==> config.mk <==
export PLATFORM = sky130hd
export DESIGN_NAME = frd_top
export DESIGN_NICKNAME = d
export VERILOG_FILES = /design/src/inc/frd_pkg.sv /design/src/design/frd_top.sv /design/src/design/frd_div_chan.sv
export SDC_FILE = /design/constraint.sdc
export NUM_CORES = 1
export LEC_CHECK = 0
export ABC_AREA = 1
export BUFFER_PORTS_ARGS = -buffer_cell sky130_fd_sc_hd__clkbuf_2
export CORE_ASPECT_RATIO = 1.5
export CORE_MARGIN = 2
export CORE_UTILIZATION = 48
export CTS_BUF_LIST = sky130_fd_sc_hd__clkbuf_8 sky130_fd_sc_hd__clkbuf_16
export CTS_CLUSTER_DIAMETER = 80
export DETAILED_ROUTE_END_ITERATION = 6
export PLACE_DENSITY = 0.65
export SYNTH_ARGS = -nofsm -noshare
export SYNTH_HDL_FRONTEND = slang
export SYNTH_SLANG_ARGS = --single-unit
==> constraint.sdc <==
create_clock -name clk_sys_i -period 8.6 [get_ports clk_sys_i]
set_input_delay 0.86 -clock clk_sys_i [delete_from_list [all_inputs] [get_ports clk_sys_i]]
set_output_delay 0.86 -clock clk_sys_i [all_outputs]
set_load 0.02 [all_outputs]
==> src/inc/frd_pkg.sv <==
package frd_pkg;

  // ****************************************************************
  // Serial target addressing
  // ****************************************************************
  localparam logic [3:0] FRD_ADDR_FIXED = 4'hA;
  localparam logic [3:0] FRD_BITCNT_RST = 4'h0;
  localparam logic [3:0] FRD_BITS_BYTE  = 4'h8;
  localparam logic [3:0] FRD_TX_LAST    = 4'h7;
  localparam logic [7:0] FRD_BYTE_RST   = 8'h00;
  localparam logic [2:0] FRD_SYNC_RST   = 3'h7;

  // ****************************************************************
  // Prescaler encodings and ratios
  // ****************************************************************
  localparam logic [1:0] FRD_PRE_LOW   = 2'h0;
  localparam logic [1:0] FRD_PRE_FLOAT = 2'h1;
  localparam logic [1:0] FRD_PRE_HIGH  = 2'h2;
  localparam logic [3:0] FRD_RATIO_LOW   = 4'h2;
  localparam logic [3:0] FRD_RATIO_FLOAT = 4'h4;
  localparam logic [3:0] FRD_RATIO_HIGH  = 4'h8;

  // ****************************************************************
  // Per-option channel divisor; zero holds the channel low
  // ****************************************************************
  localparam int FRD_DIV_W = 10;
  localparam logic [6:0] FRD_OPT_DIV [0:15] = '{
    7'h01, 7'h01, 7'h02, 7'h06, 7'h0C, 7'h18, 7'h30, 7'h60,
    7'h00, 7'h00, 7'h00, 7'h00, 7'h00, 7'h00, 7'h00, 7'h00};
  localparam logic [FRD_DIV_W-1:0] FRD_CNT_RST = 10'h000;

  typedef enum logic [5:0] {
    FRD_ST_IDLE = 6'b000001,
    FRD_ST_ADDR = 6'b000010,
    FRD_ST_REGA = 6'b000100,
    FRD_ST_ACK  = 6'b001000,
    FRD_ST_TX   = 6'b010000,
    FRD_ST_IGN  = 6'b100000
  } frd_state_t;

endpackage : frd_pkg

==> src/design/frd_top.sv <==
`timescale 1ns/1ps
`default_nettype none
//
// Contract
// - Device acknowledges all three instruction bytes.
// - Device returns exactly one addressed data byte.
// - Float prescaler divides by four.
// - High prescaler divides by eight.
// - Option two with the low prescaler gives overall division by four.
// - Low prescaler options 3,4,5 divide 12,24,48.
// - High prescaler never yields divide by twelve.
// - Address is 1010, strap bits, then R/W.
// - Receiver pulls data low on ninth clock.
// - Bytes shift most significant bit first.
module frd_top
  import frd_pkg::*;
#(
  parameter int CHANNELS = 4
)(
  input  wire logic                  clk_sys_i,
  input  wire logic                  rst_i,
  input  wire logic                  scl_i,
  input  wire logic                  sda_i,
  output logic                       sda_o,
  output logic                       sda_oe_n_o,
  input  wire logic [2:0]            addr_sel_i,
  output logic [7:0]                 reg_addr_o,
  output logic                       rd_strobe_o,
  input  wire logic [7:0]            reg_rdata_i,
  input  wire logic                  reference_clock_in_i,
  input  wire logic [1:0]            prescaler_select_i,
  input  wire logic [4*CHANNELS-1:0] division_option_i,
  output logic [CHANNELS-1:0]        fanout_clock_out_o
);

  // ****************************************************************
  // Pin synchronisers: bit 0 scl, bit 1 sda, bit 2 reference
  // ****************************************************************
  logic [2:0] s1_r, s2_r, s3_r, flt_r, prv_r;
  logic [2:0] flt_nxt;

  always_comb begin
    flt_nxt = flt_r;
    for (int i = 0; i < 3; i++) begin
      if (s2_r[i] == s3_r[i]) begin
        flt_nxt[i] = s3_r[i];
      end
    end
  end

  // Idle-high reset values keep a false start away at power-up.
  always_ff @(posedge clk_sys_i or posedge rst_i) begin
    if (rst_i) begin
      s1_r  <= FRD_SYNC_RST;
      s2_r  <= FRD_SYNC_RST;
      s3_r  <= FRD_SYNC_RST;
      flt_r <= FRD_SYNC_RST;
      prv_r <= FRD_SYNC_RST;
    end else begin
      s1_r  <= {reference_clock_in_i, sda_i, scl_i};
      s2_r  <= s1_r;
      s3_r  <= s2_r;
      flt_r <= flt_nxt;
      prv_r <= flt_r;
    end
  end

  logic scl_rise, scl_fall, start_ev, stop_ev, ref_edge;
  assign scl_rise = flt_r[0] & ~prv_r[0];
  assign scl_fall = ~flt_r[0] & prv_r[0];
  assign start_ev = flt_r[0] & prv_r[0] & ~flt_r[1] & prv_r[1];
  assign stop_ev  = flt_r[0] & prv_r[0] & flt_r[1] & ~prv_r[1];
  assign ref_edge = flt_r[2] & ~prv_r[2];

  // ****************************************************************
  // Strap capture, once after reset release
  // ****************************************************************
  logic [2:0] sel_r;
  logic       sel_ok_r;

  always_ff @(posedge clk_sys_i or posedge rst_i) begin
    if (rst_i) begin
      sel_r    <= 3'h0;
      sel_ok_r <= 1'b0;
    end else if (!sel_ok_r) begin
      sel_r    <= addr_sel_i;
      sel_ok_r <= 1'b1;
    end
  end

  // ****************************************************************
  // Serial target state machine
  // ****************************************************************
  frd_state_t st_r, st_nxt, after_r, after_nxt;
  logic [3:0] cnt_r, cnt_nxt;
  logic [7:0] rx_r, rx_nxt, tx_r, tx_nxt, ra_r, ra_nxt;
  logic       drv_r, drv_nxt, got_r, got_nxt, stb_r, stb_nxt;
  logic       match;

  assign match = (rx_r[7:4] == FRD_ADDR_FIXED) && (rx_r[3:1] == sel_r);

  always_comb begin
    st_nxt    = st_r;
    after_nxt = after_r;
    cnt_nxt   = cnt_r;
    rx_nxt    = rx_r;
    tx_nxt    = tx_r;
    ra_nxt    = ra_r;
    drv_nxt   = drv_r;
    got_nxt   = got_r;
    stb_nxt   = 1'b0;
    if (stop_ev) begin
      st_nxt  = FRD_ST_IDLE;
      drv_nxt = 1'b0;
      got_nxt = 1'b0;
    end else if (start_ev) begin
      // A repeated start keeps the register address for the read.
      st_nxt  = FRD_ST_ADDR;
      cnt_nxt = FRD_BITCNT_RST;
      drv_nxt = 1'b0;
    end else begin
      case (st_r)
        FRD_ST_IDLE: begin
          drv_nxt = 1'b0;
        end
        FRD_ST_ADDR, FRD_ST_REGA: begin
          if (scl_rise && cnt_r < FRD_BITS_BYTE) begin
            rx_nxt  = {rx_r[6:0], flt_r[1]};
            cnt_nxt = cnt_r + 4'h1;
          end else if (scl_fall && cnt_r == FRD_BITS_BYTE) begin
            st_nxt  = FRD_ST_ACK;
            drv_nxt = 1'b1;
            if (st_r == FRD_ST_REGA) begin
              ra_nxt    = rx_r;
              got_nxt   = 1'b1;
              after_nxt = FRD_ST_IGN;
            end else if (!match) begin
              st_nxt  = FRD_ST_IGN;
              drv_nxt = 1'b0;
            end else if (!rx_r[0]) begin
              after_nxt = FRD_ST_REGA;
            end else if (got_r) begin
              after_nxt = FRD_ST_TX;
            end else begin
              st_nxt  = FRD_ST_IGN;
              drv_nxt = 1'b0;
            end
          end
        end
        FRD_ST_ACK: begin
          if (scl_fall) begin
            st_nxt  = after_r;
            cnt_nxt = FRD_BITCNT_RST;
            drv_nxt = 1'b0;
            if (after_r == FRD_ST_TX) begin
              tx_nxt  = reg_rdata_i;
              drv_nxt = ~reg_rdata_i[7];
              stb_nxt = 1'b1;
            end
          end
        end
        FRD_ST_TX: begin
          if (scl_fall) begin
            cnt_nxt = cnt_r + 4'h1;
            if (cnt_r == FRD_TX_LAST) begin
              // Single byte only; the controller's answer is not used.
              st_nxt  = FRD_ST_IGN;
              drv_nxt = 1'b0;
            end else begin
              tx_nxt  = {tx_r[6:0], 1'b0};
              drv_nxt = ~tx_r[6];
            end
          end
        end
        FRD_ST_IGN: begin
          drv_nxt = 1'b0;
        end
        default: begin
          st_nxt  = FRD_ST_IDLE;
          drv_nxt = 1'b0;
        end
      endcase
    end
  end

  always_ff @(posedge clk_sys_i or posedge rst_i) begin
    if (rst_i) begin
      st_r    <= FRD_ST_IDLE;
      after_r <= FRD_ST_IGN;
      cnt_r   <= FRD_BITCNT_RST;
      rx_r    <= FRD_BYTE_RST;
      tx_r    <= FRD_BYTE_RST;
      ra_r    <= FRD_BYTE_RST;
      drv_r   <= 1'b0;
      got_r   <= 1'b0;
      stb_r   <= 1'b0;
    end else begin
      st_r    <= st_nxt;
      after_r <= after_nxt;
      cnt_r   <= cnt_nxt;
      rx_r    <= rx_nxt;
      tx_r    <= tx_nxt;
      ra_r    <= ra_nxt;
      drv_r   <= drv_nxt;
      got_r   <= got_nxt;
      stb_r   <= stb_nxt;
    end
  end

  assign sda_o       = 1'b0;
  assign sda_oe_n_o  = ~drv_r;
  assign reg_addr_o  = ra_r;
  assign rd_strobe_o = stb_r;

  // ****************************************************************
  // Output dividers
  // ****************************************************************
  logic [3:0] ratio;
  always_comb begin
    case (prescaler_select_i)
      FRD_PRE_LOW:   ratio = FRD_RATIO_LOW;
      FRD_PRE_FLOAT: ratio = FRD_RATIO_FLOAT;
      FRD_PRE_HIGH:  ratio = FRD_RATIO_HIGH;
      default:       ratio = FRD_RATIO_HIGH;
    endcase
  end

  // Ratios are even, so the half period is always a whole count.
  logic [FRD_DIV_W-1:0] half [CHANNELS];
  genvar g;
  generate
    for (g = 0; g < CHANNELS; g++) begin : g_ch
      logic [10:0] prod;
      assign prod = 11'(ratio * FRD_OPT_DIV[division_option_i[4*g +: 4]]);
      assign half[g] = prod[FRD_DIV_W:1];
      frd_div_chan u_div (
        .clk_sys_i  (clk_sys_i),
        .rst_i      (rst_i),
        .ref_edge_i (ref_edge),
        .half_i     (half[g]),
        .clk_o      (fanout_clock_out_o[g])
      );
    end
  endgenerate

  logic dec_addr;
  assign dec_addr = (st_r == FRD_ST_ADDR) && scl_fall && !start_ev
                    && !stop_ev && (cnt_r == FRD_BITS_BYTE);
endmodule : frd_top
`default_nettype wire

==> src/design/frd_div_chan.sv <==
`timescale 1ns/1ps
`default_nettype none
module frd_div_chan
  import frd_pkg::*;
(
  input  wire logic                 clk_sys_i,
  input  wire logic                 rst_i,
  input  wire logic                 ref_edge_i,
  input  wire logic [FRD_DIV_W-1:0] half_i,
  output logic                      clk_o
);

  logic [FRD_DIV_W-1:0] cnt_r;
  logic [FRD_DIV_W-1:0] cnt_nxt;
  logic                 out_r;
  logic                 out_nxt;

  // ****************************************************************
  // Half-period counter on reference rising edges
  // ****************************************************************
  always_comb begin
    cnt_nxt = cnt_r;
    out_nxt = out_r;
    if (half_i == FRD_CNT_RST) begin
      cnt_nxt = FRD_CNT_RST;
      out_nxt = 1'b0;
    end else if (ref_edge_i) begin
      if (cnt_r + 10'h001 >= half_i) begin
        cnt_nxt = FRD_CNT_RST;
        out_nxt = ~out_r;
      end else begin
        cnt_nxt = cnt_r + 10'h001;
      end
    end
  end

  always_ff @(posedge clk_sys_i or posedge rst_i) begin
    if (rst_i) begin
      cnt_r <= FRD_CNT_RST;
      out_r <= 1'b0;
    end else begin
      cnt_r <= cnt_nxt;
      out_r <= out_nxt;
    end
  end

  assign clk_o = out_r;

endmodule : frd_div_chan
`default_nettype wire

# [Yosys cells after proc, flatten, opt, wreduce, memory -nomap -nowiden]
# Memory sizes are Yosys's and may differ from the RTL's.
# Cells that the tools add are included.
[op_classes] n_bitwise=27 eq_ne=31 n_lt_le_gt_ge=9 shift=0 reduce_logical=36 n_mux=83 div=0 mul=4 addsub=5
[op_table] cell="$mux 10" n=12
[op_table] cell="$mux 6" n=15
[op_table] cell="$mux 7" n=12
[op_table] cell="$mul 4x7->11" n=4
[op_table] cell="$add 10x1->10 const B" n=4
[op_table] cell="$ge 10x10->1" n=4
[op_table] cell="$logic_not 10->1" n=4
[op_table] cell="$mux 1" n=35
[op_table] cell="$reduce_bool 2->1" n=13
[op_table] cell="$pmux 6 s4" n=1
[op_table] cell="$ge 5x5->1 const B" n=4
[op_table] cell="$ne 4x4->1 const B" n=5
[op_table] cell="$not 4->5" n=4
[op_table] cell="$mux 4" n=4
[op_table] cell="$not 1->1" n=15
[op_table] cell="$pmux 7 s2" n=1
[op_table] cell="$reduce_and 7->1" n=2
[op_table] cell="$eq 6x5->1 const B" n=2
[op_table] cell="$pmux 4 s3" n=1
[op_table] cell="$reduce_and 6->1" n=2
[op_table] cell="$ne 2x2->1 const B" n=5
[op_table] cell="$reduce_and 5->1" n=2
[op_table] cell="$ne 3x3->1 const B" n=3
[op_table] cell="$and 1x1->1" n=8
[op_table] cell="other kinds (22)" n=33
[word_totals] ramBits=0 latch_bits=0 mem_count=4 romBits=448 word_cells=225 reg_bits=105
[mem_list] name="(name not given)" depth=16 word_bits=7 read_ports=1 rd_ports_with_merged_regs=0 write_ports=0 line="frd_top.sv:234" text="assign prod = 11'(ratio * FRD_OPT_DIV[division_option_i[4*g +: 4]]);"
[mem_list] name="(name not given)" depth=16 word_bits=7 read_ports=1 rd_ports_with_merged_regs=0 write_ports=0 line="frd_top.sv:234"
[mem_list] name="(name not given)" depth=16 word_bits=7 read_ports=1 rd_ports_with_merged_regs=0 write_ports=0 line="frd_top.sv:234"
[mem_list] name="(name not given)" depth=16 word_bits=7 read_ports=1 rd_ports_with_merged_regs=0 write_ports=0 line="frd_top.sv:234"

# [Longest topological paths before layout]
[depth] depth_word=9 depth_mapped=26

# [Modules after synthesis]
# From an unflattened synthesis, not the netlist that was laid out.
[unflattened] hier_cells=1243 area_unflattened_um2=9110.0
[by_module_without_submodules] module="frd_top" seq_area_each_um2=1472.7 area_each_um2=5191.2 cells_per_inst=667 instances=1
[by_module_without_submodules] module="frd_div_chan" seq_area_each_um2=275.3 area_each_um2=979.7 cells_per_inst=144 instances=4

# [Least setup slack after synthesis]
# No wires, ideal clock.
[synth_path] path_kind="input to register" from="input port prescaler_select_i[0]" to="register g_ch[3].u_div.cnt_r[1]" required_time_ns=8.534 n_path_buf=1 path_stages=23 setup_time_ns=0.066 setup_slack_ns=4.045 t_arrival_ns=4.489 path_cell_list="inv_1 -> nor2_1 -> inv_1 -> clkbuf_1 -> nor2_1 -> fa_1 -> ha_1 -> ha_1 -> inv_1 -> fa_1 -> inv_1 -> nand3_1 -> nand2_1 -> nand2_1 -> nand3_1 -> nand2_1 -> ha_1 -> a21oi_1 -> o21a_1 -> nand3_1 -> nor2_1 -> nand3_1 -> nand2_1"
[synth_between] elab_chain_cells=7 elab_cells_between_ends=10 classes_between="mul: 1; order compare: 1; eq/ne: 1; mux: 4; reduce/logical: 3"
[synth_lines] item="start: declaration" line="frd_top.sv:31" text="input wire logic [1:0] prescaler_select_i,"
[synth_lines] item="$eq 2x1->1 / $logic_not 2->1 (equally long branches)" line="frd_top.sv:220" text="case (prescaler_select_i)"
[synth_lines] item="$pmux 4 s2 *" line="frd_top.sv:220"
[synth_lines] item="$mul 4x7->11 *" line="frd_top.sv:234"
[synth_lines] item="$ge 10x10->1" line="frd_div_chan.sv:28" text="if (cnt_r + 10'h001 >= half_i) begin"
[synth_lines] item="$mux 10" line="frd_div_chan.sv:28"
[synth_lines] item="$mux 10" line="frd_div_chan.sv:27" text="end else if (ref_edge_i) begin"
[synth_lines] item="$mux 10" line="frd_div_chan.sv:24" text="if (half_i == FRD_CNT_RST) begin"
[synth_lines] item="end signal: assignment" line="frd_div_chan.sv:42" text="cnt_r <= cnt_nxt;"
[synth_lines] item="end: declaration" line="frd_div_chan.sv:13" text="logic [FRD_DIV_W-1:0] cnt_r;"
# Mark *: on every way between the ends. The rest lies on a longest branch, timed or not. The select of a mux whose other input is x is not followed.
# A chain may end at the register's enable or synchronous reset.

# [Worst setup path after layout]
[layout_path] from="input port prescaler_select_i[1]" to="register g_ch[3].u_div.cnt_r[7]"
# The elaborated chain is that of the path after synthesis.

==> flow_metrics.env <==
export IMPL_die_x_um=117
export IMPL_gp_congestion=0.797
export IMPL_async_reset_ff_share_pct=100
export IMPL_avgSynthCellArea_sq_um=7.21
export IMPL_rows=62
export IMPL_reg2reg_from="g_ch[3].u_div.cnt_r[0]$_DFFE_PP0P_"
export IMPL_die_h_um=173
export IMPL_end_kind="flip-flop"
export IMPL_setup_viol=0
export IMPL_vias=7791
export IMPL_critPathRequiredTime_ns=8.89
export IMPL_grt_pass1_vias=7702
export IMPL_drc=0
export IMPL_num_antenna_cells=0
export IMPL_grt_antenna_before_repair=0
export IMPL_slew_violations=0
export IMPL_p_leak_uw=0.00564
export IMPL_start_util_pct=48.5
export IMPL_syn_inst=1274
export IMPL_syn_num_nets=1446
export IMPL_nNetsFinal=1473
export IMPL_setup_worst_path_class="input port to flip-flop"
export IMPL_cts_resized=0
export IMPL_htreeDepth=3
export IMPL_ant_nets=0
export IMPL_cts_num_sinks=102
export IMPL_synth_seq_cells=102
export IMPL_ctsHoldBuffers=0
export IMPL_overflow=0
export IMPL_max_slew_margin_pct=46.4
export IMPL_io_pin_count=49
export IMPL_dp_slack_ns=3.08
export IMPL_clockRootBuffer="clkbuf_16"
export IMPL_wl_per_cell_um=11.7
export IMPL_min_period_over_period_pct=59.0
export IMPL_drive_gt1_share_pct=9.80
export IMPL_worstHoldPathCells=0
export IMPL_finalHoldViolations=0
export IMPL_tightest_slew_ns=0.800
export IMPL_cts_tree="built"
export IMPL_cp_start_kind="input port"
export IMPL_drt_iter0_markers=353
export IMPL_netlist_area_sq_um=9180
export IMPL_fin_setup_tns_ns=0
export IMPL_min_path_type="flip-flop to flip-flop"
export IMPL_finalWorstSetupSlack_ns=3.52
export IMPL_port_buffers=47
export IMPL_die_area_sq_um=20300
export IMPL_cts_buffer_depth=2
export IMPL_coreArea_sq_um=18900
export IMPL_finClkSkew_ns=0.0107
export IMPL_startpoint="prescaler_select_i[1]"
export IMPL_period_minus_slack_ns=5.08
export IMPL_ys_types=44
export IMPL_grt_pass1_wl_um=32600
export IMPL_synth_edf_count=0
export IMPL_max_freq_mhz=197
export IMPL_max_cap_viol_count=0
export IMPL_vias_per_cell=4.99
export IMPL_dr_pass1_iters=4
export IMPL_status="complete, no violations"
export IMPL_yosys_warnings=0
export IMPL_synthFlopType="dfrtp_1"
export IMPL_power_density_nw_per_um2=129
export IMPL_cts_made_buffers=9
export IMPL_ys_seq_area_share_pct=28.0
export IMPL_clkLatencyLatePin_ns=0.35
export IMPL_clk_pin_slew_worst_paths_ns=0.07
export IMPL_r2r_setup_slack_ns=5.84
export IMPL_hp_start="s1_r[0]$_DFF_PP1_"
export IMPL_postCtsSetupBuffers=0
export IMPL_worstPathArrival_ns=5.36
export IMPL_grt_usage_pct=19.2
export IMPL_cp_max_fo=24
export IMPL_r2r_end="g_ch[3].u_div.cnt_r[7]$_DFFE_PP0P_"
export IMPL_grt_setup_unrepaired="no"
export IMPL_dp_hpwl_um=14400
export IMPL_area_growth_pct=7.52
export IMPL_ir_drop_v=0.0000878
export IMPL_grt_start_max_net_pins=60
export IMPL_ff2ff_path_depth=13
export IMPL_holdPathEnd="s2_r[0]$_DFF_PP1_"
export IMPL_finalWirelength_um=18400
==> sequential cells by signal (all words and copies together) (netlist names), 4 cells and up <==
| register | cells |
|---|---|
| st_r | 6 |
| tx_r | 7 |
| g_ch.u_div.clk_o | 4 |
| rx_r | 8 |
| reg_addr_o | 8 |
| g_ch.u_div.cnt_r | 40 |
| cnt_r | 4 |
==> logic make-up (layout without fill, tap and decap cells) <==
logic type	count (synthesis)	after routing	share of synthesized area [%]
AO/OA/AOI/OAI	88	88	5.78
XOR/XNOR	25	25	2.39
adder cells (fa/ha/maj)	141	141	21.1
buffers and inverters	228	260	10.0
flip-flops	102	102	28.0
multiplexers	9	9	1.02
other	2	2	0.0818
AND/OR/NAND/NOR	679	679	31.6
==> cells in the final DEF, fill, tap and decap left out, types with 3 or more instances in the layout <==
master and instances:
a21oi_1 37, a22oi_1 3, and3_1 3, clkbuf_16 9
clkbuf_2 47, dfrtp_1 85, dfstp_2 17, fa_1 24
ha_1 114, inv_1 189, inv_2 6, maj3_1 3
mux2_2 3, mux2i_1 6, nand2_1 320, nand2_2 3
nand3_1 139, nand3_2 3, nand4_1 24, nor2_1 159
nor2_2 7, nor3_1 8, o21a_1 4, o21ai_0 15
o21ai_1 8, o21ai_2 16, o21bai_1 3, or2_2 5
xnor2_1 6, xor2_1 19
==> worst max-delay path by stage <==
stage / depth (start not counted) / slack, ns / endpoint
2_1_floorplan: 23 / 4.04 / g_ch[3].u_div.cnt_r[1]$_DFFE_PP0P_
3_3_place_gp: 22 / 3.20 / g_ch[0].u_div.cnt_r[2]$_DFFE_PP0P_
3_5_place_dp: 21 / 3.08 / g_ch[0].u_div.cnt_r[4]$_DFFE_PP0P_
4_1_cts: 21 / 3.43 / g_ch[0].u_div.cnt_r[4]$_DFFE_PP0P_
5_1_grt: 21 / 2.97 / g_ch[0].u_div.cnt_r[6]$_DFFE_PP0P_
6_report: 22 / 3.52 / g_ch[3].u_div.cnt_r[7]$_DFFE_PP0P_
==> power breakdown <==
group | switching (uW) | internal (uW) | leakage (uW)
logic | 208 | 99.4 | 0.00418
registers | 32.6 | 516 | 0.00131
clock network | 183 | 233 | 0.000152
==> routing by layer <==
layer  part of all wire [%]  GRT usage, %  up-vias
met5                      0             0        -
met4                    1.7          5.44        0
met3                    2.3          2.20       24
met2                     51          35.6       87
met1                     45          22.7     3577
li1                       -             -     4103
==> cells in the mapped netlist, types with 16 or more instances <==
cell type	number	share of area, %
o21ai_2	16	1.5
nand4_1	24	1.6
inv_1	188	7.7
nor2_1	160	6.5
dfstp_2	17	4.9
nand3_1	139	7.6
ha_1	114	16
xor2_1	19	1.8
nand2_1	320	13
dfrtp_1	85	23
a21oi_1	37	2.0
fa_1	24	5.2
==> worst max-delay path, stage by stage <==
cell and delay [ns]:
clkbuf_2 0.16, nor2_1 0.36, inv_1 0.45, nor2_1 0.26, fa_1 0.44, ha_1 0.29
ha_1 0.18, inv_1 0.06, fa_1 0.38, inv_1 0.08, nand3_1 0.08, nand2_1 0.09
nand2_1 0.07, nand3_1 0.06, nand2_1 0.07, ha_1 0.29, a21oi_1 0.13, o21a_1 0.13
nand3_1 0.13, nor2_1 0.53, nand3_1 0.15, nand2_1 0.11
==> per-stage QoR <==
| stage | total power, uW | util (%) | instances | hold WS (ns) | instance area (sq um) |
|---|---|---|---|---|---|
| final | 1270 | 52.1 | 1562 | 0.358 | 9870 |
| after global routing | 1360 | 52.1 | 1562 | 0.365 | 9870 |
| after CTS | 1290 | 52.1 | 1562 | 0.360 | 9870 |
| after detailed placement | 868 | 50.6 | 1546 | 0.350 | 9570 |
| after global placement | 863 | 50.6 | 1546 | 0.350 | 9570 |
| after floorplan | 797 | - | 1274 | 0.345 | 9180 |
==> final cells by class <==
cell class / count / area (sq um)
Fill cell: 1917 / 9060
Timing Repair Buffer: 49 / 250
Clock inverter: 6 / 62.6
Inverter: 195 / 734
Clock buffer: 10 / 239
Sequential cell: 102 / 2570
Tap cell: 256 / 320
Multi-Input combinational cell: 944 / 5690
(Power assumes the default switching activity.)
